## src/verilog/exec_pkg.sv

```systemverilog
// package for the fractional multiply and flow control execution unit
// assumes a decoder upstream that presents one decoded operation at a time
package exec_pkg;

	// ****************************************************************
	// operations
	// ****************************************************************
	typedef enum logic [4:0] {
		OP_FRAC_MUL_UNSIGNED        = 5'h00,
		OP_FRAC_MUL_SIGNED          = 5'h01,
		OP_FRAC_MUL_SIGNED_UNSIGNED = 5'h02,
		OP_INDIRECT_JUMP            = 5'h03,
		OP_INDIRECT_CALL            = 5'h04,
		OP_SUBROUTINE_RETURN        = 5'h05,
		OP_INTERRUPT_RETURN         = 5'h06,
		OP_COMPARE_SKIP_EQUAL       = 5'h07,
		OP_COMPARE_WITH_CARRY       = 5'h08,
		OP_COMPARE_IMMEDIATE        = 5'h09,
		OP_SKIP_REG_BIT_CLEAR       = 5'h0A,
		OP_SKIP_REG_BIT_SET         = 5'h0B,
		OP_SKIP_IO_BIT_CLEAR        = 5'h0C,
		OP_SKIP_IO_BIT_SET          = 5'h0D,
		OP_BRANCH_STATUS_BIT_SET    = 5'h0E,
		OP_BRANCH_STATUS_BIT_CLEAR  = 5'h0F,
		OP_BRANCH_EQUAL             = 5'h10,
		OP_BRANCH_NOT_EQUAL         = 5'h11,
		OP_BRANCH_CARRY_SET         = 5'h12,
		OP_BRANCH_CARRY_CLEAR       = 5'h13,
		OP_BRANCH_SAME_OR_HIGHER    = 5'h14,
		OP_BRANCH_LOWER             = 5'h15,
		OP_BRANCH_MINUS             = 5'h16
	} op_t;

	typedef enum logic [0:0] {
		ST_IDLE = 1'b0,
		ST_EXEC = 1'b1
	} state_t;

	// ****************************************************************
	// status register bit positions
	// ****************************************************************
	localparam int FLAG_C = 0;
	localparam int FLAG_Z = 1;
	localparam int FLAG_N = 2;
	localparam int FLAG_V = 3;
	localparam int FLAG_S = 4;
	localparam int FLAG_H = 5;

	// ****************************************************************
	// cycle counts and pc steps
	// ****************************************************************
	localparam logic [2:0]  CYC_ONE     = 3'h1;
	localparam logic [2:0]  CYC_MUL     = 3'h2;
	localparam logic [2:0]  CYC_JUMP    = 3'h2;
	localparam logic [2:0]  CYC_CALL    = 3'h3;
	localparam logic [2:0]  CYC_RETURN  = 3'h4;
	localparam logic [2:0]  CYC_TAKEN   = 3'h2;
	localparam logic [2:0]  CYC_SKIP1   = 3'h2;
	localparam logic [2:0]  CYC_SKIP2   = 3'h3;
	localparam logic [15:0] PC_STEP     = 16'h0001;
	localparam logic [15:0] PC_SKIP1    = 16'h0002;
	localparam logic [15:0] PC_SKIP2    = 16'h0003;
	localparam logic [2:0]  CNT_LAST    = 3'h1;
	localparam logic [1:0]  RST_SYNC_ON = 2'h3;

endpackage : exec_pkg

```

## src/verilog/frac_mul_and_flow_control_exec.sv

```systemverilog
// execution unit for fractional multiply, indirect jump/call, return,
// compares, skips and status branches
// assumes operand values, pc, Z pointer and stack top arrive from same-clock core logic
//
// How it works
// RULE_01: fractional multiplies write (rd x rr) << 1 to r1:r0, set Z and C, in 2 cycles.
// RULE_02: indirect jump loads pc from the Z pointer, keeps flags and takes 2 cycles.
// RULE_03: indirect call pushes the return address, loads pc from Z, keeps flags, 3 cycles.
// RULE_04: both returns load pc from the stack top, keep flags and take 4 cycles.
// RULE_05: compare-skip-equal skips the next instruction when both registers match.
// RULE_06: compares with immediate or with carry set Z N V C H from the difference in 1 cycle.
// RULE_07: register bit skips skip when the chosen bit is clear or set, flags untouched.
// RULE_08: io bit skips skip when the addressed io bit is 0 or 1, flags untouched.
// RULE_09: branch-on-status-set jumps to pc plus offset plus one when the chosen bit is 1.
// RULE_10: branch-on-status-clear jumps when the chosen bit is 0, 1 cycle untaken and 2 taken.
// RULE_11: carry-clear and same-or-higher branch when C is 0, 1 cycle untaken and 2 taken.
// RULE_12: a skip takes 2 cycles over a one-word, 3 over a two-word, and 1 when not taken.
// RULE_13: equal, not-equal, carry-set, lower and minus branch on Z=1, Z=0, C=1, C=1 and N=1.
module frac_mul_and_flow_control_exec (
	input  wire logic                 clk_in,
	input  wire logic                 rstn_in,
	input  wire logic                 start_in,
	input  wire exec_pkg::op_t        op_in,
	input  wire logic [7:0]           rd_val_in,
	input  wire logic [7:0]           rr_val_in,
	input  wire logic [7:0]           io_val_in,
	input  wire logic [2:0]           bit_sel_in,
	input  wire logic [6:0]           offset_in,
	input  wire logic                 next_two_word_in,
	input  wire logic [7:0]           status_register_in,
	input  wire logic [15:0]          pc_in,
	input  wire logic [15:0]          z_ptr_in,
	input  wire logic [15:0]          stack_pc_in,
	output logic                      ready_out,
	output logic                      done_out,
	output logic [15:0]               pc_out,
	output logic [15:0]               product_out,
	output logic                      product_we_out,
	output logic [7:0]                status_register_out,
	output logic                      status_we_out,
	output logic                      push_out,
	output logic                      pop_out,
	output logic [15:0]               ret_addr_out
);
	import exec_pkg::*;

	// ****************************************************************
	// helpers
	// ****************************************************************
	function automatic logic [15:0] frac_product(input logic [7:0] a, input logic [7:0] b,
			input logic a_signed, input logic b_signed);
		logic [17:0] ax;
		logic [17:0] bx;
		logic [17:0] p;
		ax = {{10{a_signed & a[7]}}, a};
		bx = {{10{b_signed & b[7]}}, b};
		p  = ax * bx;
		return p[15:0];
	endfunction : frac_product

	function automatic logic [15:0] rel_target(input logic [15:0] pc, input logic [6:0] k);
		return pc + {{9{k[6]}}, k} + PC_STEP;
	endfunction : rel_target

	// ****************************************************************
	// reset release
	// ****************************************************************
	logic [1:0] rst_sync_q;
	logic       rst_n;

	always_ff @(posedge clk_in or negedge rstn_in) begin
		if (!rstn_in) begin
			rst_sync_q <= 2'h0;
		end else begin
			rst_sync_q <= {rst_sync_q[0], 1'b1};
		end
	end
	// only the second stage drives the reset net, the first may be metastable
	assign rst_n = rst_sync_q[$left(rst_sync_q)];

	// ****************************************************************
	// decode of the offered operation
	// ****************************************************************
	logic [15:0] raw_prod;
	logic [7:0]  cmp_sub;
	logic [7:0]  cmp_diff;
	logic [7:0]  cmp_flags;
	logic        cond;
	logic        is_skip;
	logic        is_branch;
	logic [15:0] pc_d;
	logic [2:0]  cyc_d;
	logic        prod_we_d;
	logic        status_we_d;
	logic [7:0]  status_d;
	logic        push_d;
	logic        pop_d;

	always_comb begin
		raw_prod = frac_product(rd_val_in, rr_val_in,
			(op_in != OP_FRAC_MUL_UNSIGNED),
			(op_in == OP_FRAC_MUL_SIGNED));
		cmp_sub  = (op_in == OP_COMPARE_WITH_CARRY) ?
			rr_val_in + {7'h00, status_register_in[FLAG_C]} : rr_val_in;
		cmp_diff = rd_val_in - cmp_sub;
		cmp_flags = status_register_in;
		// borrow terms use the operand and carry as the core's subtract does
		cmp_flags[FLAG_H] = (~rd_val_in[3] & rr_val_in[3]) | (rr_val_in[3] & cmp_diff[3])
			| (cmp_diff[3] & ~rd_val_in[3]); // RULE_06
		cmp_flags[FLAG_V] = (rd_val_in[7] & ~rr_val_in[7] & ~cmp_diff[7])
			| (~rd_val_in[7] & rr_val_in[7] & cmp_diff[7]); // RULE_06
		cmp_flags[FLAG_N] = cmp_diff[7]; // RULE_06
		cmp_flags[FLAG_C] = (~rd_val_in[7] & rr_val_in[7]) | (rr_val_in[7] & cmp_diff[7])
			| (cmp_diff[7] & ~rd_val_in[7]); // RULE_06
		cmp_flags[FLAG_S] = cmp_flags[FLAG_N] ^ cmp_flags[FLAG_V];
		// with carry, zero can only stay set so multi-byte compares chain
		cmp_flags[FLAG_Z] = (cmp_diff == 8'h00) &
			((op_in != OP_COMPARE_WITH_CARRY) | status_register_in[FLAG_Z]); // RULE_06

		cond        = 1'b0;
		is_skip     = 1'b0;
		is_branch   = 1'b0;
		pc_d        = pc_in + PC_STEP;
		cyc_d       = CYC_ONE;
		prod_we_d   = 1'b0;
		status_we_d = 1'b0;
		status_d    = status_register_in;
		push_d      = 1'b0;
		pop_d       = 1'b0;

		case (op_in)
			OP_FRAC_MUL_UNSIGNED, OP_FRAC_MUL_SIGNED, OP_FRAC_MUL_SIGNED_UNSIGNED: begin
				prod_we_d         = 1'b1; // RULE_01
				status_we_d       = 1'b1;
				status_d[FLAG_C]  = raw_prod[15]; // RULE_01
				status_d[FLAG_Z]  = ({raw_prod[14:0], 1'b0} == 16'h0000); // RULE_01
				cyc_d             = CYC_MUL; // RULE_01
			end
			OP_INDIRECT_JUMP: begin
				pc_d  = z_ptr_in; // RULE_02
				cyc_d = CYC_JUMP; // RULE_02
			end
			OP_INDIRECT_CALL: begin
				pc_d   = z_ptr_in; // RULE_03
				push_d = 1'b1; // RULE_03
				cyc_d  = CYC_CALL; // RULE_03
			end
			OP_SUBROUTINE_RETURN, OP_INTERRUPT_RETURN: begin
				pc_d  = stack_pc_in; // RULE_04
				pop_d = 1'b1; // RULE_04
				cyc_d = CYC_RETURN; // RULE_04
			end
			OP_COMPARE_SKIP_EQUAL: begin
				is_skip = 1'b1;
				cond    = (rd_val_in == rr_val_in); // RULE_05
			end
			OP_COMPARE_WITH_CARRY, OP_COMPARE_IMMEDIATE: begin
				status_we_d = 1'b1; // RULE_06
				status_d    = cmp_flags; // RULE_06
			end
			OP_SKIP_REG_BIT_CLEAR: begin
				is_skip = 1'b1;
				cond    = ~rr_val_in[bit_sel_in]; // RULE_07
			end
			OP_SKIP_REG_BIT_SET: begin
				is_skip = 1'b1;
				cond    = rr_val_in[bit_sel_in]; // RULE_07
			end
			OP_SKIP_IO_BIT_CLEAR: begin
				is_skip = 1'b1;
				cond    = ~io_val_in[bit_sel_in]; // RULE_08
			end
			OP_SKIP_IO_BIT_SET: begin
				is_skip = 1'b1;
				cond    = io_val_in[bit_sel_in]; // RULE_08
			end
			OP_BRANCH_STATUS_BIT_SET: begin
				is_branch = 1'b1;
				cond      = status_register_in[bit_sel_in]; // RULE_09
			end
			OP_BRANCH_STATUS_BIT_CLEAR: begin
				is_branch = 1'b1;
				cond      = ~status_register_in[bit_sel_in]; // RULE_10
			end
			OP_BRANCH_CARRY_CLEAR, OP_BRANCH_SAME_OR_HIGHER: begin
				is_branch = 1'b1;
				cond      = ~status_register_in[FLAG_C]; // RULE_11
			end
			OP_BRANCH_EQUAL: begin
				is_branch = 1'b1;
				cond      = status_register_in[FLAG_Z]; // RULE_13
			end
			OP_BRANCH_NOT_EQUAL: begin
				is_branch = 1'b1;
				cond      = ~status_register_in[FLAG_Z]; // RULE_13
			end
			OP_BRANCH_CARRY_SET, OP_BRANCH_LOWER: begin
				is_branch = 1'b1;
				cond      = status_register_in[FLAG_C]; // RULE_13
			end
			OP_BRANCH_MINUS: begin
				is_branch = 1'b1;
				cond      = status_register_in[FLAG_N]; // RULE_13
			end
			default: begin
				cond = 1'b0;
			end
		endcase

		if (is_skip && cond) begin
			pc_d  = pc_in + (next_two_word_in ? PC_SKIP2 : PC_SKIP1); // RULE_12
			cyc_d = next_two_word_in ? CYC_SKIP2 : CYC_SKIP1; // RULE_12
		end
		if (is_branch && cond) begin
			pc_d  = rel_target(pc_in, offset_in); // RULE_09
			cyc_d = CYC_TAKEN; // RULE_10
		end
	end

	// ****************************************************************
	// sequencing
	// ****************************************************************
	state_t     state_q;
	logic [2:0] cnt_q;
	logic       take;
	logic       last;

	assign ready_out = (state_q == ST_IDLE);
	assign take      = start_in && ready_out;
	assign last      = (state_q == ST_EXEC) && (cnt_q == CNT_LAST);
	assign done_out  = last;

	always_ff @(posedge clk_in or negedge rst_n) begin
		if (!rst_n) begin
			state_q <= ST_IDLE;
			cnt_q   <= 3'h0;
		end else begin
			case (state_q)
				ST_IDLE: begin
					if (take) begin
						state_q <= ST_EXEC;
						cnt_q   <= cyc_d;
					end
				end
				ST_EXEC: begin
					cnt_q <= cnt_q - CNT_LAST;
					if (last) begin
						state_q <= ST_IDLE;
					end
				end
				default: begin
					state_q <= ST_IDLE;
				end
			endcase
		end
	end

	// ****************************************************************
	// results, held from acceptance until the next operation
	// ****************************************************************
	logic        prod_we_q;
	logic        status_we_q;
	logic        push_q;
	logic        pop_q;

	always_ff @(posedge clk_in or negedge rst_n) begin
		if (!rst_n) begin
			pc_out              <= 16'h0000;
			product_out         <= 16'h0000;
			status_register_out <= 8'h00;
			ret_addr_out        <= 16'h0000;
			prod_we_q           <= 1'b0;
			status_we_q         <= 1'b0;
			push_q              <= 1'b0;
			pop_q               <= 1'b0;
		end else if (take) begin
			pc_out              <= pc_d;
			product_out         <= {raw_prod[14:0], 1'b0}; // RULE_01
			status_register_out <= status_d;
			ret_addr_out        <= pc_in + PC_STEP; // RULE_03
			prod_we_q           <= prod_we_d;
			status_we_q         <= status_we_d;
			push_q              <= push_d;
			pop_q               <= pop_d;
		end
	end

	// write strobes only on the closing cycle so the core commits once
	assign product_we_out = last && prod_we_q;
	assign status_we_out  = last && status_we_q;
	assign push_out       = last && push_q;
	assign pop_out        = last && pop_q;

endmodule : frac_mul_and_flow_control_exec

```

## config.mk

```make
export PLATFORM = sky130hd
export DESIGN_NAME = frac_mul_and_flow_control_exec
export DESIGN_NICKNAME = d
export VERILOG_FILES = /design/src/verilog/exec_pkg.sv /design/src/verilog/frac_mul_and_flow_control_exec.sv
export SDC_FILE = /design/constraint.sdc
export NUM_CORES = 1
export LEC_CHECK = 0
export BUFFER_PORTS_ARGS = -buffer_cell sky130_fd_sc_hd__buf_2
export CORE_MARGIN = 1.5
export CORE_UTILIZATION = 35
export CTS_CLUSTER_SIZE = 24
export DETAILED_ROUTE_END_ITERATION = 10
export PLACE_DENSITY_LB_ADDON = 0.05
export SLEW_MARGIN = 40
export SYNTH_ARGS = -nofsm -noshare
export SYNTH_HDL_FRONTEND = slang
export SYNTH_SLANG_ARGS = --single-unit
export TNS_END_PERCENT = 10
```

## constraint.sdc

```tcl
create_clock -name clk_in -period 1.75 [get_ports clk_in]
set_input_delay 0.4375 -clock clk_in [delete_from_list [all_inputs] [get_ports clk_in]]
set_output_delay 0.4375 -clock clk_in [all_outputs]
set_load 0.05 [all_outputs]
```

Yosys cells after proc, flatten, opt, wreduce, memory -nomap -nowiden
Cells that the tools add are included.

Register bits after elaboration: 65. Word-level logic and storage cells: 126.

Add/sub/neg operators: 7. Multipliers: 1. Order comparisons: 1. Eq/ne operators: 26. Muxes and demuxes: 29. Bitwise gates (word level): 29. Reductions and logical operators: 22.

Operators with widths (count): $eq A5 B4 Y1 const B (8); $eq A5 B5 Y1 const B (7); $add A16 B1 Y16 const B (2); $mux W16 (2); $pmux W16 S2 (1); $eq A5 B3 Y1 const B (4); $add A16 B16 Y16 (1); $add A16 B2 Y16 (1); $mul A9 B9 Y16 (1); $logic_not A15 Y1 (1); $mux W1 (13); $and A1 B1 Y1 (12); $pmux W1 S12 (1); $eq A5 B2 Y1 const B (2); $not A1 Y1 (10); $reduce_or A2 Y1 (5); $reduce_or A5 Y1 (2); $bmux W1 S3 (3); $mux W3 (3); $pmux W3 S3 (1); $reduce_or A9 Y1 (1); $add A8 B1 Y8 (1); $eq A8 B8 Y1 (1); $logic_and A1 B1 Y1 (8); other kinds (19) (24).

Longest topological paths before layout
Gate-level depths: netlist of run 1.

Word-level depth: 9. Gate-level depth with buffers: 23. Mapped depth without buffers: 21.

Worst setup path before layout of run 1
OpenSTA, ideal clock, no wires.

Kind: input -> register. Start: input port op_in[2]. End: register product_out[15]. Library setup time: 0.125 ns. Arrival: 5.595 ns. Data required time: 1.625 ns. Path slack: -3.969 ns. Stages: 21. Path through: clkbuf_1 buf_2 nor2_1 nand4_1 nand2b_1 fa_1 fa_1 inv_1 fa_1 fa_1 inv_1 fa_1 inv_1 ha_1 nand2_1 o21ai_0 o41a_1 a21o_1 a21oi_1 xnor2_1 mux2_2.

Word-level cells in the longest chain between the ends: 3. Elaborated cells on any way between the ends: 5. Those cells by class: mul (1); eq/ne (1); bitwise (2); reduce/logical (1).

Ends and longest elaborated chain: from (decl) (line frac_mul_and_flow_control_exec.sv:23) `input wire exec_pkg::op_t op_in,`; $eq A5 B1 Y1 / $reduce_bool A5 Y1 (equally long branches) (line frac_mul_and_flow_control_exec.sv:102, frac_mul_and_flow_control_exec.sv:101); $and A1 B1 Y1, on equally long branches (line frac_mul_and_flow_control_exec.sv:56, frac_mul_and_flow_control_exec.sv:55); $mul A9 B9 Y16 * (line frac_mul_and_flow_control_exec.sv:57) `p = ax * bx;`; to (signal assigned) (line frac_mul_and_flow_control_exec.sv:278) `product_out <= {raw_prod[14:0], 1'b0};`; to (decl) (line frac_mul_and_flow_control_exec.sv:37) `output logic [15:0] product_out,`.

Mark *: on every way between the ends. The rest lies on a longest branch, timed or not. A chain may end at the register's enable or synchronous reset.

Final worst setup path of run 1
Start: input port op_in[4]. End: register product_out[15].

The elaborated chain is that of the path after synthesis.

==> flow_metrics.env, run 1 <==
export IMPL_status="complete, but fails checks"
export IMPL_violations="negative setup slack"
export IMPL_fill_cells=2180
export IMPL_finalHoldViolCount=0
export IMPL_nNetsFinal=1569
export IMPL_antenna_found_initial=0
export IMPL_max_freq_ghz=0.2111
export IMPL_p_int_mw=8.723
export IMPL_synth_edf_count=0
export IMPL_yosysTopAreaCellShare=0.1994
export IMPL_cts_htree_levels=3
export IMPL_final_core_util=0.5350
export IMPL_grtUsageTotal=0.2326
export IMPL_fin_skew_ns=0.008874
export IMPL_num_antenna_cells=0
export IMPL_ir_worst_vdd_v=0.001251
export IMPL_start_util=0.3580
export IMPL_syn_inst=962
export IMPL_io_pins=161
export IMPL_wl_per_cell_microns=16.77
export IMPL_end_kind="flip-flop"
export IMPL_period_needed_ns=4.737
export IMPL_clkLatencyLatePin_ns=0.34
export IMPL_fin_crit_sh=2.707
export IMPL_vias=8068
export IMPL_synth_area_sq_mm=0.008155
export IMPL_pwr_share_clk=0.112
export IMPL_synth_area_leaders="dfrtp_1 20%, fa_1 16%, ha_1 11%, nand2_1 6.8%, inv_1 5.0%"
export IMPL_wl_mm=27.67
export IMPL_p_leak_nw=5.911
export IMPL_critPathArrivalTime_ns=4.95
export IMPL_crit_fanout=3
export IMPL_numCtsBuffers=9
export IMPL_vias_per_cell=4.890
export IMPL_slew_viol_final=0
export IMPL_dpl_worst_slack_ns=-3.644
export IMPL_p_sw_frac=0.4741
export IMPL_drt_pass1_iterations=5
export IMPL_core_sq_mm=0.02278
export IMPL_ant_nets=0
export IMPL_grt_max_degree=46
export IMPL_startpoint_type="input pin"
export IMPL_yosysMostFrequentCell="nand2_1"
export IMPL_ys_flop_type="dfrtp_1"
export IMPL_maxCapViolCount=0
export IMPL_ys_ff_latch=65
export IMPL_postLayoutSetupSlackWorst_ns=-2.987
export IMPL_area_growth_pct=49.43
export IMPL_required_ns=1.97
export IMPL_clkTransAtPathRegs_ns=0.06
export IMPL_worstRegToRegCells=6
export IMPL_crit_type="input pin to flip-flop"
export IMPL_cts_path_max_buffers=2
export IMPL_grt_pass1_vias=7980
export IMPL_async_reset_ff_frac=1.000
export IMPL_grt_pass1_wl_mm=43.65
export IMPL_drt_initial_drc_count=447
export IMPL_rsz0062_at_grt="true"
export IMPL_synth_cell_types=70
export IMPL_reg2reg_to="status_register_out[1]"
export IMPL_yosysWarnings=0
export IMPL_r2r_start="state_q"
export IMPL_grt_ovfl_total=0
export IMPL_syn_mean_instance_area_sq_um=8.477
export IMPL_cts_root_buf="clkbuf_16"
export IMPL_finalSetupViolations=41
export IMPL_dieArea_sq_mm=0.02423
export IMPL_syn_nets=1199
export IMPL_p_comb_frac=0.730
export IMPL_die_h_microns=155.6
export IMPL_power_frac_seq=0.157
export IMPL_seq_area_frac_synth=0.1994
export IMPL_holdCritPathClass="flip-flop to asynchronous set/reset pin"
export IMPL_synth_largest_area_cell="dfrtp_1"
export IMPL_route_detailed_drc=0
export IMPL_drive_above_1_share=0.4024
export IMPL_rrSetupSlack_ns=-0.14
export IMPL_synthTopCellsByCount="147 x nand2_1, 108 x inv_1, 73 x ha_1, 65 x dfrtp_1, 65 x fa_1"
export IMPL_io_buffers=159
export IMPL_cts_sinks=65
export IMPL_cts_tree="built"
export IMPL_globalplace_congestion=0.8662
export IMPL_num_rows=55
export IMPL_p_per_area_mw_per_mm2=1361
export IMPL_die_w_microns=155.6
export IMPL_power_net_switching_mw=7.865
export IMPL_place_hpwl_mm=22.91
-- power by group through the flow --
stage / clock (mW) / combinational, mW / sequential, mW
2_1_floorplan: 0 / 4.54 / 4.63
3_3_place_gp: 0 / 10.3 / 2.61
3_5_place_dp: 0 / 10.4 / 2.62
4_1_cts: 1.90 / 11.6 / 2.61
5_1_grt: 1.96 / 13.2 / 2.69
6_report: 1.86 / 12.1 / 2.61
-- metal layers --
metal | up-vias | GRT usage | wire length [microns]
met5 | - | 0 | 0
met3 | 10 | 0.02889 | 1277
met2 | 199 | 0.3474 | 11750
li1 | 3970 | - | -
met4 | 0 | 0.02902 | 178
met1 | 3889 | 0.3642 | 14470
-- cell type report --
cell class                      count  area [sq um]  area share
Multi-Input combinational cell    747          6555      0.5379
Timing Repair Buffer              401          2904      0.2383
Sequential cell                    65          1628      0.1336
Inverter                          108         405.4     0.03326
Tap cell                          313         391.6     0.03214
Clock buffer                        9         225.2     0.01848
Clock inverter                      7         77.57    0.006365
-- worst max-delay path, stage by stage --
cell	delay, ns
buf_8	0.11
nor2_4	0.10
nand4_1	0.10
buf_6	0.15
nand2b_4	0.14
fa_1	0.46
fa_1	0.51
inv_1	0.05
fa_1	0.45
fa_1	0.51
inv_1	0.05
fa_1	0.49
inv_2	0.04
ha_4	0.23
nand2_2	0.07
o21ai_2	0.06
o41a_1	0.35
a21o_1	0.18
a21oi_2	0.13
xnor2_1	0.10
mux2_4	0.26
-- how the worst max path moves through the flow --
| stage | from | endpoint | slack, ns |
|---|---|---|---|
| detailed placement | op_in[4] | status_register_out[0] | -3.64 |
| finish | op_in[4] | product_out[15] | -2.99 |
| floorplan | op_in[2] | product_out[15] | -3.54 |
| CTS | op_in[4] | status_register_out[0] | -2.95 |
| global placement | op_in[4] | product_out[15] | -3.54 |
| global route | op_in[4] | status_register_out[0] | -3.24 |
-- kinds of logic after synthesis --
| family | share of synthesized area |
|---|---|
| other cells | 0.0009209 |
| flops | 0.1994 |
| compound gates | 0.1388 |
| fa+ha+maj | 0.2716 |
| xor+xnor | 0.08254 |
| mux | 0.04342 |
| buf+inv | 0.07272 |
| simple gates | 0.1905 |
-- cell usage in the layout, fill, tap and decap left out, types with 5 or more instances in the layout --
cell	count
buf_4	226
nand2_1	138
buf_2	136
inv_1	98
dfrtp_1	64
fa_1	60
nor2_1	52
ha_1	52
and2_1	37
xnor2_1	37
o21ai_0	36
xor2_1	31
a21oi_1	27
buf_6	23
ha_4	19
nand3_1	18
o21ai_1	17
a22oi_1	13
nor3_1	12
inv_2	10
mux2i_1	10
o211ai_1	9
clkbuf_16	9
nand2_2	8
o21ai_2	8
buf_12	8
nand4_1	7
nor2b_1	7
a21o_1	7
mux4_2	6
xnor2_2	6
buf_8	6
a21oi_2	5
fa_2	5
-- what timing repair did --
item,CTS,global route
resized for setup,116,51
hold endpoints to repair,2,0
pin swaps,35,15
endpoints found under the setup margin,44,44
hold buffers,1,0
buffers inserted,8,2
-- state kept, by name (all words and copies together) (netlist names) --
register / count
cnt_q: 3
pc_out: 16
pop_q: 1
prod_we_q: 1
product_out: 15
push_q: 1
ret_addr_out: 16
rst_sync_q: 2
state_q: 1
status_register_out: 8
status_we_q: 1
-- through the flow --
step	cell area, sq um	setup TNS [ns]	hold slack [ns]	std cells	power (mW)
after floorplan	8341	-69.38	0.1419	962	9.172
after global placement	11070	-69.24	0.1488	1623	12.95
after detailed placement	11070	-69.86	0.1500	1623	12.99
after CTS	11950	-49.09	0.1543	1648	16.11
after global routing	12190	-53.51	0.1686	1650	17.84
final	12190	-48.40	0.1502	1650	16.59
Power figures use the tool's default switching activity.
==> run 2, diff against run 1 <==
--- a/config.mk
+++ b/config.mk
@@ -6,11 +6,12 @@
 export NUM_CORES = 1
 export LEC_CHECK = 0
 export BUFFER_PORTS_ARGS = -buffer_cell sky130_fd_sc_hd__buf_2
-export CORE_MARGIN = 1.5
+export CORE_MARGIN = 2
 export CORE_UTILIZATION = 35
 export CTS_CLUSTER_SIZE = 24
 export DETAILED_ROUTE_END_ITERATION = 10
 export PLACE_DENSITY_LB_ADDON = 0.05
+export SETUP_SLACK_MARGIN = 0.2
 export SLEW_MARGIN = 40
 export SYNTH_ARGS = -nofsm -noshare
 export SYNTH_HDL_FRONTEND = slang
==> run 2 against run 1 <==
Against the previous run:
- the run still ends with negative setup slack left
- routed wire length fell by 2.0%
- global-route usage fell by 0.50 points
- register-to-register slack got worse by 0.07 ns
- core utilization decreased by 0.31 points
- clock power rose by 14%
- clock skew is 0.0029 ns lower
- total power shrank 3.2%
- clock-buffer cell count is 1 higher
- sequential power barely moved
- final cell count down 0.30%
- first-iteration DRC count is 5.1% lower
- critical path type unchanged
- highest routed layer unchanged
==> flow_metrics.env, run 2 (synthesis gave the netlist of run 1 again) <==
export IMPL_status="complete, but fails checks"
export IMPL_violations="negative setup slack"
export IMPL_io_buffers=159
export IMPL_maxCapViolCount=0
export IMPL_area_growth_pct=48.57
export IMPL_crit_fanout=3
export IMPL_instances_no_fill=1645
export IMPL_start_util=0.3580
export IMPL_nNetsFinal=1564
export IMPL_io_pins=161
export IMPL_end_kind="flip-flop"
export IMPL_layout_common_cells="211 x buf_4, 142 x nand2_1, 135 x buf_2"
export IMPL_p_sw_frac=0.4739
export IMPL_antenna_found_initial=0
export IMPL_multi_input_area_sq_mm=0.006465
export IMPL_drt_pass1_iterations=5
export IMPL_ff_latch_area_sq_mm=0.001628
export IMPL_required_ns=1.98
export IMPL_dp_cells=1623
export IMPL_cts_tree="built"
export IMPL_critPathArrivalTime_ns=5.08
export IMPL_postLayoutSetupSlackWorst_ns=-3.107
export IMPL_power_frac_seq=0.162
export IMPL_ir_worst_vdd_v=0.001047
export IMPL_slew_viol_final=0
export IMPL_vias=7959
export IMPL_reg2reg_to="status_register_out[1]"
export IMPL_globalplace_congestion=0.8901
export IMPL_mostFrequentLayoutCell="buf_4"
export IMPL_period_needed_ns=4.857
export IMPL_grt_max_degree=64
export IMPL_cts_htree_levels=3
export IMPL_route_detailed_drc=0
export IMPL_grtUsageTotal=0.2275
export IMPL_vias_per_cell=4.838
export IMPL_num_rows=55
export IMPL_dieArea_sq_mm=0.02454
export IMPL_clkLatencyLatePin_ns=0.34
export IMPL_grt_pass1_wl_mm=43.15
export IMPL_grt_pass1_vias=7983
export IMPL_worstRegToRegCells=6
export IMPL_finalSetupViolations=41
export IMPL_p_per_area_mw_per_mm2=1325
export IMPL_cts_root_buf="clkbuf_16"
export IMPL_core_sq_mm=0.02278
export IMPL_p_int_mw=8.445
export IMPL_die_w_microns=156.6
export IMPL_crit_type="input pin to flip-flop"
export IMPL_pwr_share_clk=0.132
export IMPL_holdWs_ns=0.2547
export IMPL_rrSetupSlack_ns=-0.21
export IMPL_power_net_switching_mw=7.606
export IMPL_p_comb_frac=0.706
export IMPL_clkTransAtPathRegs_ns=0.06
export IMPL_holdCritPathClass="flip-flop to asynchronous set/reset pin"
export IMPL_rsz0062_at_grt="true"
export IMPL_die_h_microns=156.6
export IMPL_wl_mm=27.11
export IMPL_reg_largest_list="pc_out (16), ret_addr_out (16), product_out (15)"
export IMPL_max_freq_ghz=0.2059
export IMPL_finalHoldViolCount=0
export IMPL_fill_cells=2227
export IMPL_r2r_start="state_q"
export IMPL_numCtsBuffers=9
export IMPL_grt_ovfl_total=0
export IMPL_num_antenna_cells=0
export IMPL_wl_per_cell_microns=16.48
export IMPL_cts_sinks=65
export IMPL_cts_path_max_buffers=2
export IMPL_place_hpwl_mm=22.51
export IMPL_fin_crit_sh=2.776
export IMPL_fin_skew_ns=0.005989
export IMPL_drt_initial_drc_count=424
export IMPL_p_leak_nw=5.907
export IMPL_ant_nets=0
export IMPL_drive_above_1_share=0.3851
export IMPL_startpoint_type="input pin"
## run 2: power by group through the flow
stage | Combinational (mW) | Clock (mW) | Sequential, mW
global placement | 10.2 | 0 | 2.61
CTS | 10.9 | 2.16 | 2.61
finish | 11.3 | 2.12 | 2.59
detailed placement | 10.2 | 0 | 2.61
floorplan | 4.56 | 0 | 4.63
global route | 12.5 | 2.24 | 2.68
## run 2: critical path, stage by stage
cell	delay (ns)
buf_8	0.11
nor2_4	0.11
nand4_1	0.22
nand2b_4	0.22
fa_1	0.45
fa_1	0.51
inv_1	0.05
fa_1	0.46
fa_1	0.51
inv_1	0.04
fa_1	0.49
inv_2	0.04
ha_4	0.23
nand2_2	0.07
o21ai_2	0.06
o41a_1	0.39
a21o_1	0.17
a21oi_2	0.12
xnor2_1	0.12
mux2_4	0.27
## run 2: what timing repair did
action,CTS,global route
pin swaps,28,17
endpoints found under the setup margin,46,51
hold buffers,1,0
buffers inserted,2,3
resized for setup,96,44
endpoints found under the hold margin,2,0
gates cloned,0,0
## run 2: cell type report
cell class / instances / share of cell area
clock buffer: 10 / 0.01890
multi-input combinational: 747 / 0.5336
clock inverter: 6 / 0.009500
sequential: 65 / 0.1343
timing repair buffer: 396 / 0.2379
inverter: 108 / 0.03346
tap: 313 / 0.03232
## run 2: worst max path at each step
stage / slack [ns] / end / startpoint / cells past startpoint
2_1_floorplan: -3.54 / product_out[15] / op_in[2] / 21
3_3_place_gp: -3.54 / product_out[15] / op_in[4] / 20
3_5_place_dp: -3.58 / status_register_out[0] / op_in[4] / 21
4_1_cts: -3.09 / product_out[15] / op_in[4] / 20
5_1_grt: -3.35 / status_register_out[1] / op_in[4] / 20
6_report: -3.11 / product_out[15] / op_in[4] / 20
## run 2: layer usage
metal  track usage  up-vias  wire [microns]
li1              -     3951               -
met1        0.3578     3791           14330
met4       0.04107        0             365
met2        0.3314      193           11250
met3       0.03129       24            1165
met5             0        -               0
## run 2: metrics by stage
| stage | setup WS [ns] | TNS (ns) | area (sq um) | util | power (mW) |
|---|---|---|---|---|---|
| 6_report | -3.107 | -49.21 | 12120 | 0.5319 | 16.05 |
| 5_1_grt | -3.348 | -54.89 | 12120 | 0.5319 | 17.41 |
| 4_1_cts | -3.089 | -50.27 | 11880 | 0.5215 | 15.62 |
| 3_5_place_dp | -3.579 | -68.08 | 11100 | 0.4872 | 12.81 |
| 2_1_floorplan | -3.539 | -68.58 | 8378 | - | 9.187 |
| 3_3_place_gp | -3.544 | -67.59 | 11100 | 0.4872 | 12.79 |
==> run 3, diff against run 2 <==
--- a/config.mk
+++ b/config.mk
@@ -8,10 +8,12 @@
 export BUFFER_PORTS_ARGS = -buffer_cell sky130_fd_sc_hd__buf_2
 export CORE_MARGIN = 2
 export CORE_UTILIZATION = 35
+export CTS_CLUSTER_DIAMETER = 120
 export CTS_CLUSTER_SIZE = 24
 export DETAILED_ROUTE_END_ITERATION = 10
 export PLACE_DENSITY_LB_ADDON = 0.05
 export SETUP_SLACK_MARGIN = 0.2
+export SKIP_CTS_REPAIR_TIMING = 1
 export SLEW_MARGIN = 40
 export SYNTH_ARGS = -nofsm -noshare
 export SYNTH_HDL_FRONTEND = slang
==> run 3 against run 2 <==
Against the previous run:
- the flow still finishes with violations (negative setup slack)
- clock-buffer cell count is the same
- worst hold slack worse by 0.0019 ns
- sequential share of layout area increased by 0.084 points
- non-clock buffer count down 1
- maximum frequency increased by 0.41%
- critical path type unchanged
- largest power group unchanged
==> flow_metrics.env, run 3 (synthesis gave the netlist of run 1 again) <==
export IMPL_status="complete, but fails checks"
export IMPL_violations="negative setup slack"
export IMPL_ff_latch_area_sq_mm=0.001628
export IMPL_required_ns=1.97
export IMPL_fin_crit_sh=2.764
export IMPL_vias=7948
export IMPL_grt_pass1_wl_mm=42.57
export IMPL_area_growth_pct=47.65
export IMPL_vias_per_cell=4.835
export IMPL_p_per_area_mw_per_mm2=1348
export IMPL_clkLatencyLatePin_ns=0.34
export IMPL_numCtsBuffers=9
export IMPL_grt_pass1_vias=7878
export IMPL_finalHoldViolCount=0
export IMPL_p_comb_frac=0.710
export IMPL_die_h_microns=156.6
export IMPL_drive_above_1_share=0.3832
export IMPL_period_needed_ns=4.838
export IMPL_maxCapViolCount=0
export IMPL_dieArea_sq_mm=0.02454
export IMPL_power_net_switching_mw=7.659
export IMPL_ir_worst_vdd_v=0.001056
export IMPL_postLayoutSetupSlackWorst_ns=-3.088
export IMPL_cts_path_max_buffers=2
export IMPL_io_buffers=159
export IMPL_drt_initial_drc_count=387
export IMPL_p_leak_nw=5.876
export IMPL_route_detailed_drc=0
export IMPL_slew_viol_final=0
export IMPL_ant_nets=0
export IMPL_pwr_share_clk=0.131
export IMPL_p_total_mw=16.24
export IMPL_cts_root_buf="clkbuf_16"
export IMPL_wl_per_cell_microns=16.48
export IMPL_use_met1=0.3564
export IMPL_clkTransAtPathRegs_ns=0.06
export IMPL_antenna_found_initial=0
export IMPL_die_w_microns=156.6
export IMPL_nNetsFinal=1563
export IMPL_grt_ovfl_total=0
export IMPL_core_sq_mm=0.02278
export IMPL_holdCritPathClass="flip-flop to asynchronous set/reset pin"
export IMPL_grt_max_degree=64
export IMPL_rsz0062_at_grt="true"
export IMPL_gr_usage_met2=0.3220
export IMPL_num_antenna_cells=0
export IMPL_place_hpwl_mm=22.51
export IMPL_top_usage_layer="met1"
export IMPL_globalplace_congestion=0.8901
export IMPL_multi_input_area_sq_mm=0.006470
export IMPL_critPathArrivalTime_ns=5.06
export IMPL_p_sw_frac=0.4718
export IMPL_end_kind="flip-flop"
export IMPL_finalSetupViolations=41
export IMPL_wl_mm=27.10
export IMPL_fill_cells=2228
export IMPL_p_int_mw=8.576
export IMPL_cts_tree="built"
export IMPL_cts_htree_levels=3
export IMPL_max_freq_ghz=0.2067
export IMPL_drt_pass1_iterations=5
export IMPL_crit_type="input pin to flip-flop"
export IMPL_mostFrequentLayoutCell="buf_4"
export IMPL_reg_largest_list="pc_out (16), ret_addr_out (16), product_out (15)"
export IMPL_startpoint_type="input pin"
export IMPL_crit_fanout=3
export IMPL_start_util=0.3580
export IMPL_layout_common_cells="224 x buf_4, 141 x nand2_1, 138 x buf_2"
export IMPL_met3_usage=0.03129
export IMPL_io_pins=161
export IMPL_grtUsageTotal=0.2245
export IMPL_setup_tns_ns=-49.83
export IMPL_fin_skew_ns=0.005000
export IMPL_cts_sinks=65
export IMPL_power_frac_seq=0.160
export IMPL_num_rows=55
-- run 3: layout make-up --
class / instances / share of cell area
clock buffers: 10 / 0.01902
clock inverters: 6 / 0.009559
inverters: 108 / 0.03367
multi-input cells: 747 / 0.5373
flip-flops and latches: 65 / 0.1352
well taps: 313 / 0.03252
repair buffers: 395 / 0.2328
-- run 3: worst paths after layout --
check,start,endpoint,slack (ns),depth (start not counted)
min in group clk_in,rst_sync_q[0],rst_sync_q[1],0.36,0
worst max register to register,state_q,status_register_out[1],-0.23,6
worst min register to register,rst_sync_q[1],status_register_out[5],0.25,1
worst max-delay path,op_in[4],product_out[15],-3.09,20
worst min-delay path,rst_sync_q[1],status_register_out[5],0.25,1
max in group asynchronous,rst_sync_q[1],pc_out[14],1.17,1
-- run 3: per-stage QoR --
step | worst slack (ns) | area (sq um) | cells | util | hold slack [ns]
after floorplan | -3.539 | 8378 | 962 | - | 0.1419
after global placement | -3.544 | 11100 | 1623 | 0.4872 | 0.2251
after detailed placement | -3.579 | 11100 | 1623 | 0.4872 | 0.2267
after CTS | -3.242 | 11440 | 1639 | 0.5023 | -0.1268
after global routing | -3.344 | 12040 | 1644 | 0.5286 | 0.3013
final | -3.088 | 12040 | 1644 | 0.5286 | 0.2528
-- run 3: power by group through the flow --
stage          clock (mW)  sequential [mW]  combinational, mW
5_1_grt              2.24             2.68               12.7
3_3_place_gp            0             2.61               10.2
3_5_place_dp            0             2.61               10.2
6_report             2.12             2.59               11.5
4_1_cts              2.16             2.60               10.3
2_1_floorplan           0             4.63               4.56
-- run 3: worst max-delay path, cell delays in order --
cell	delay, ns
buf_8	0.11
nor2_4	0.11
nand4_1	0.21
nand2b_4	0.22
fa_1	0.45
fa_1	0.51
inv_1	0.05
fa_1	0.46
fa_1	0.51
inv_1	0.04
fa_1	0.49
inv_2	0.04
ha_4	0.23
nand2_2	0.07
o21ai_2	0.07
o41a_1	0.36
a21o_1	0.19
a21oi_2	0.16
xnor2_2	0.10
mux2_4	0.26
-- run 3: metal layers --
metal / share of wire / wire length (microns)
met5: 0 / 0
met4: 0.014 / 372
met3: 0.045 / 1218
met2: 0.41 / 11200
met1: 0.53 / 14310
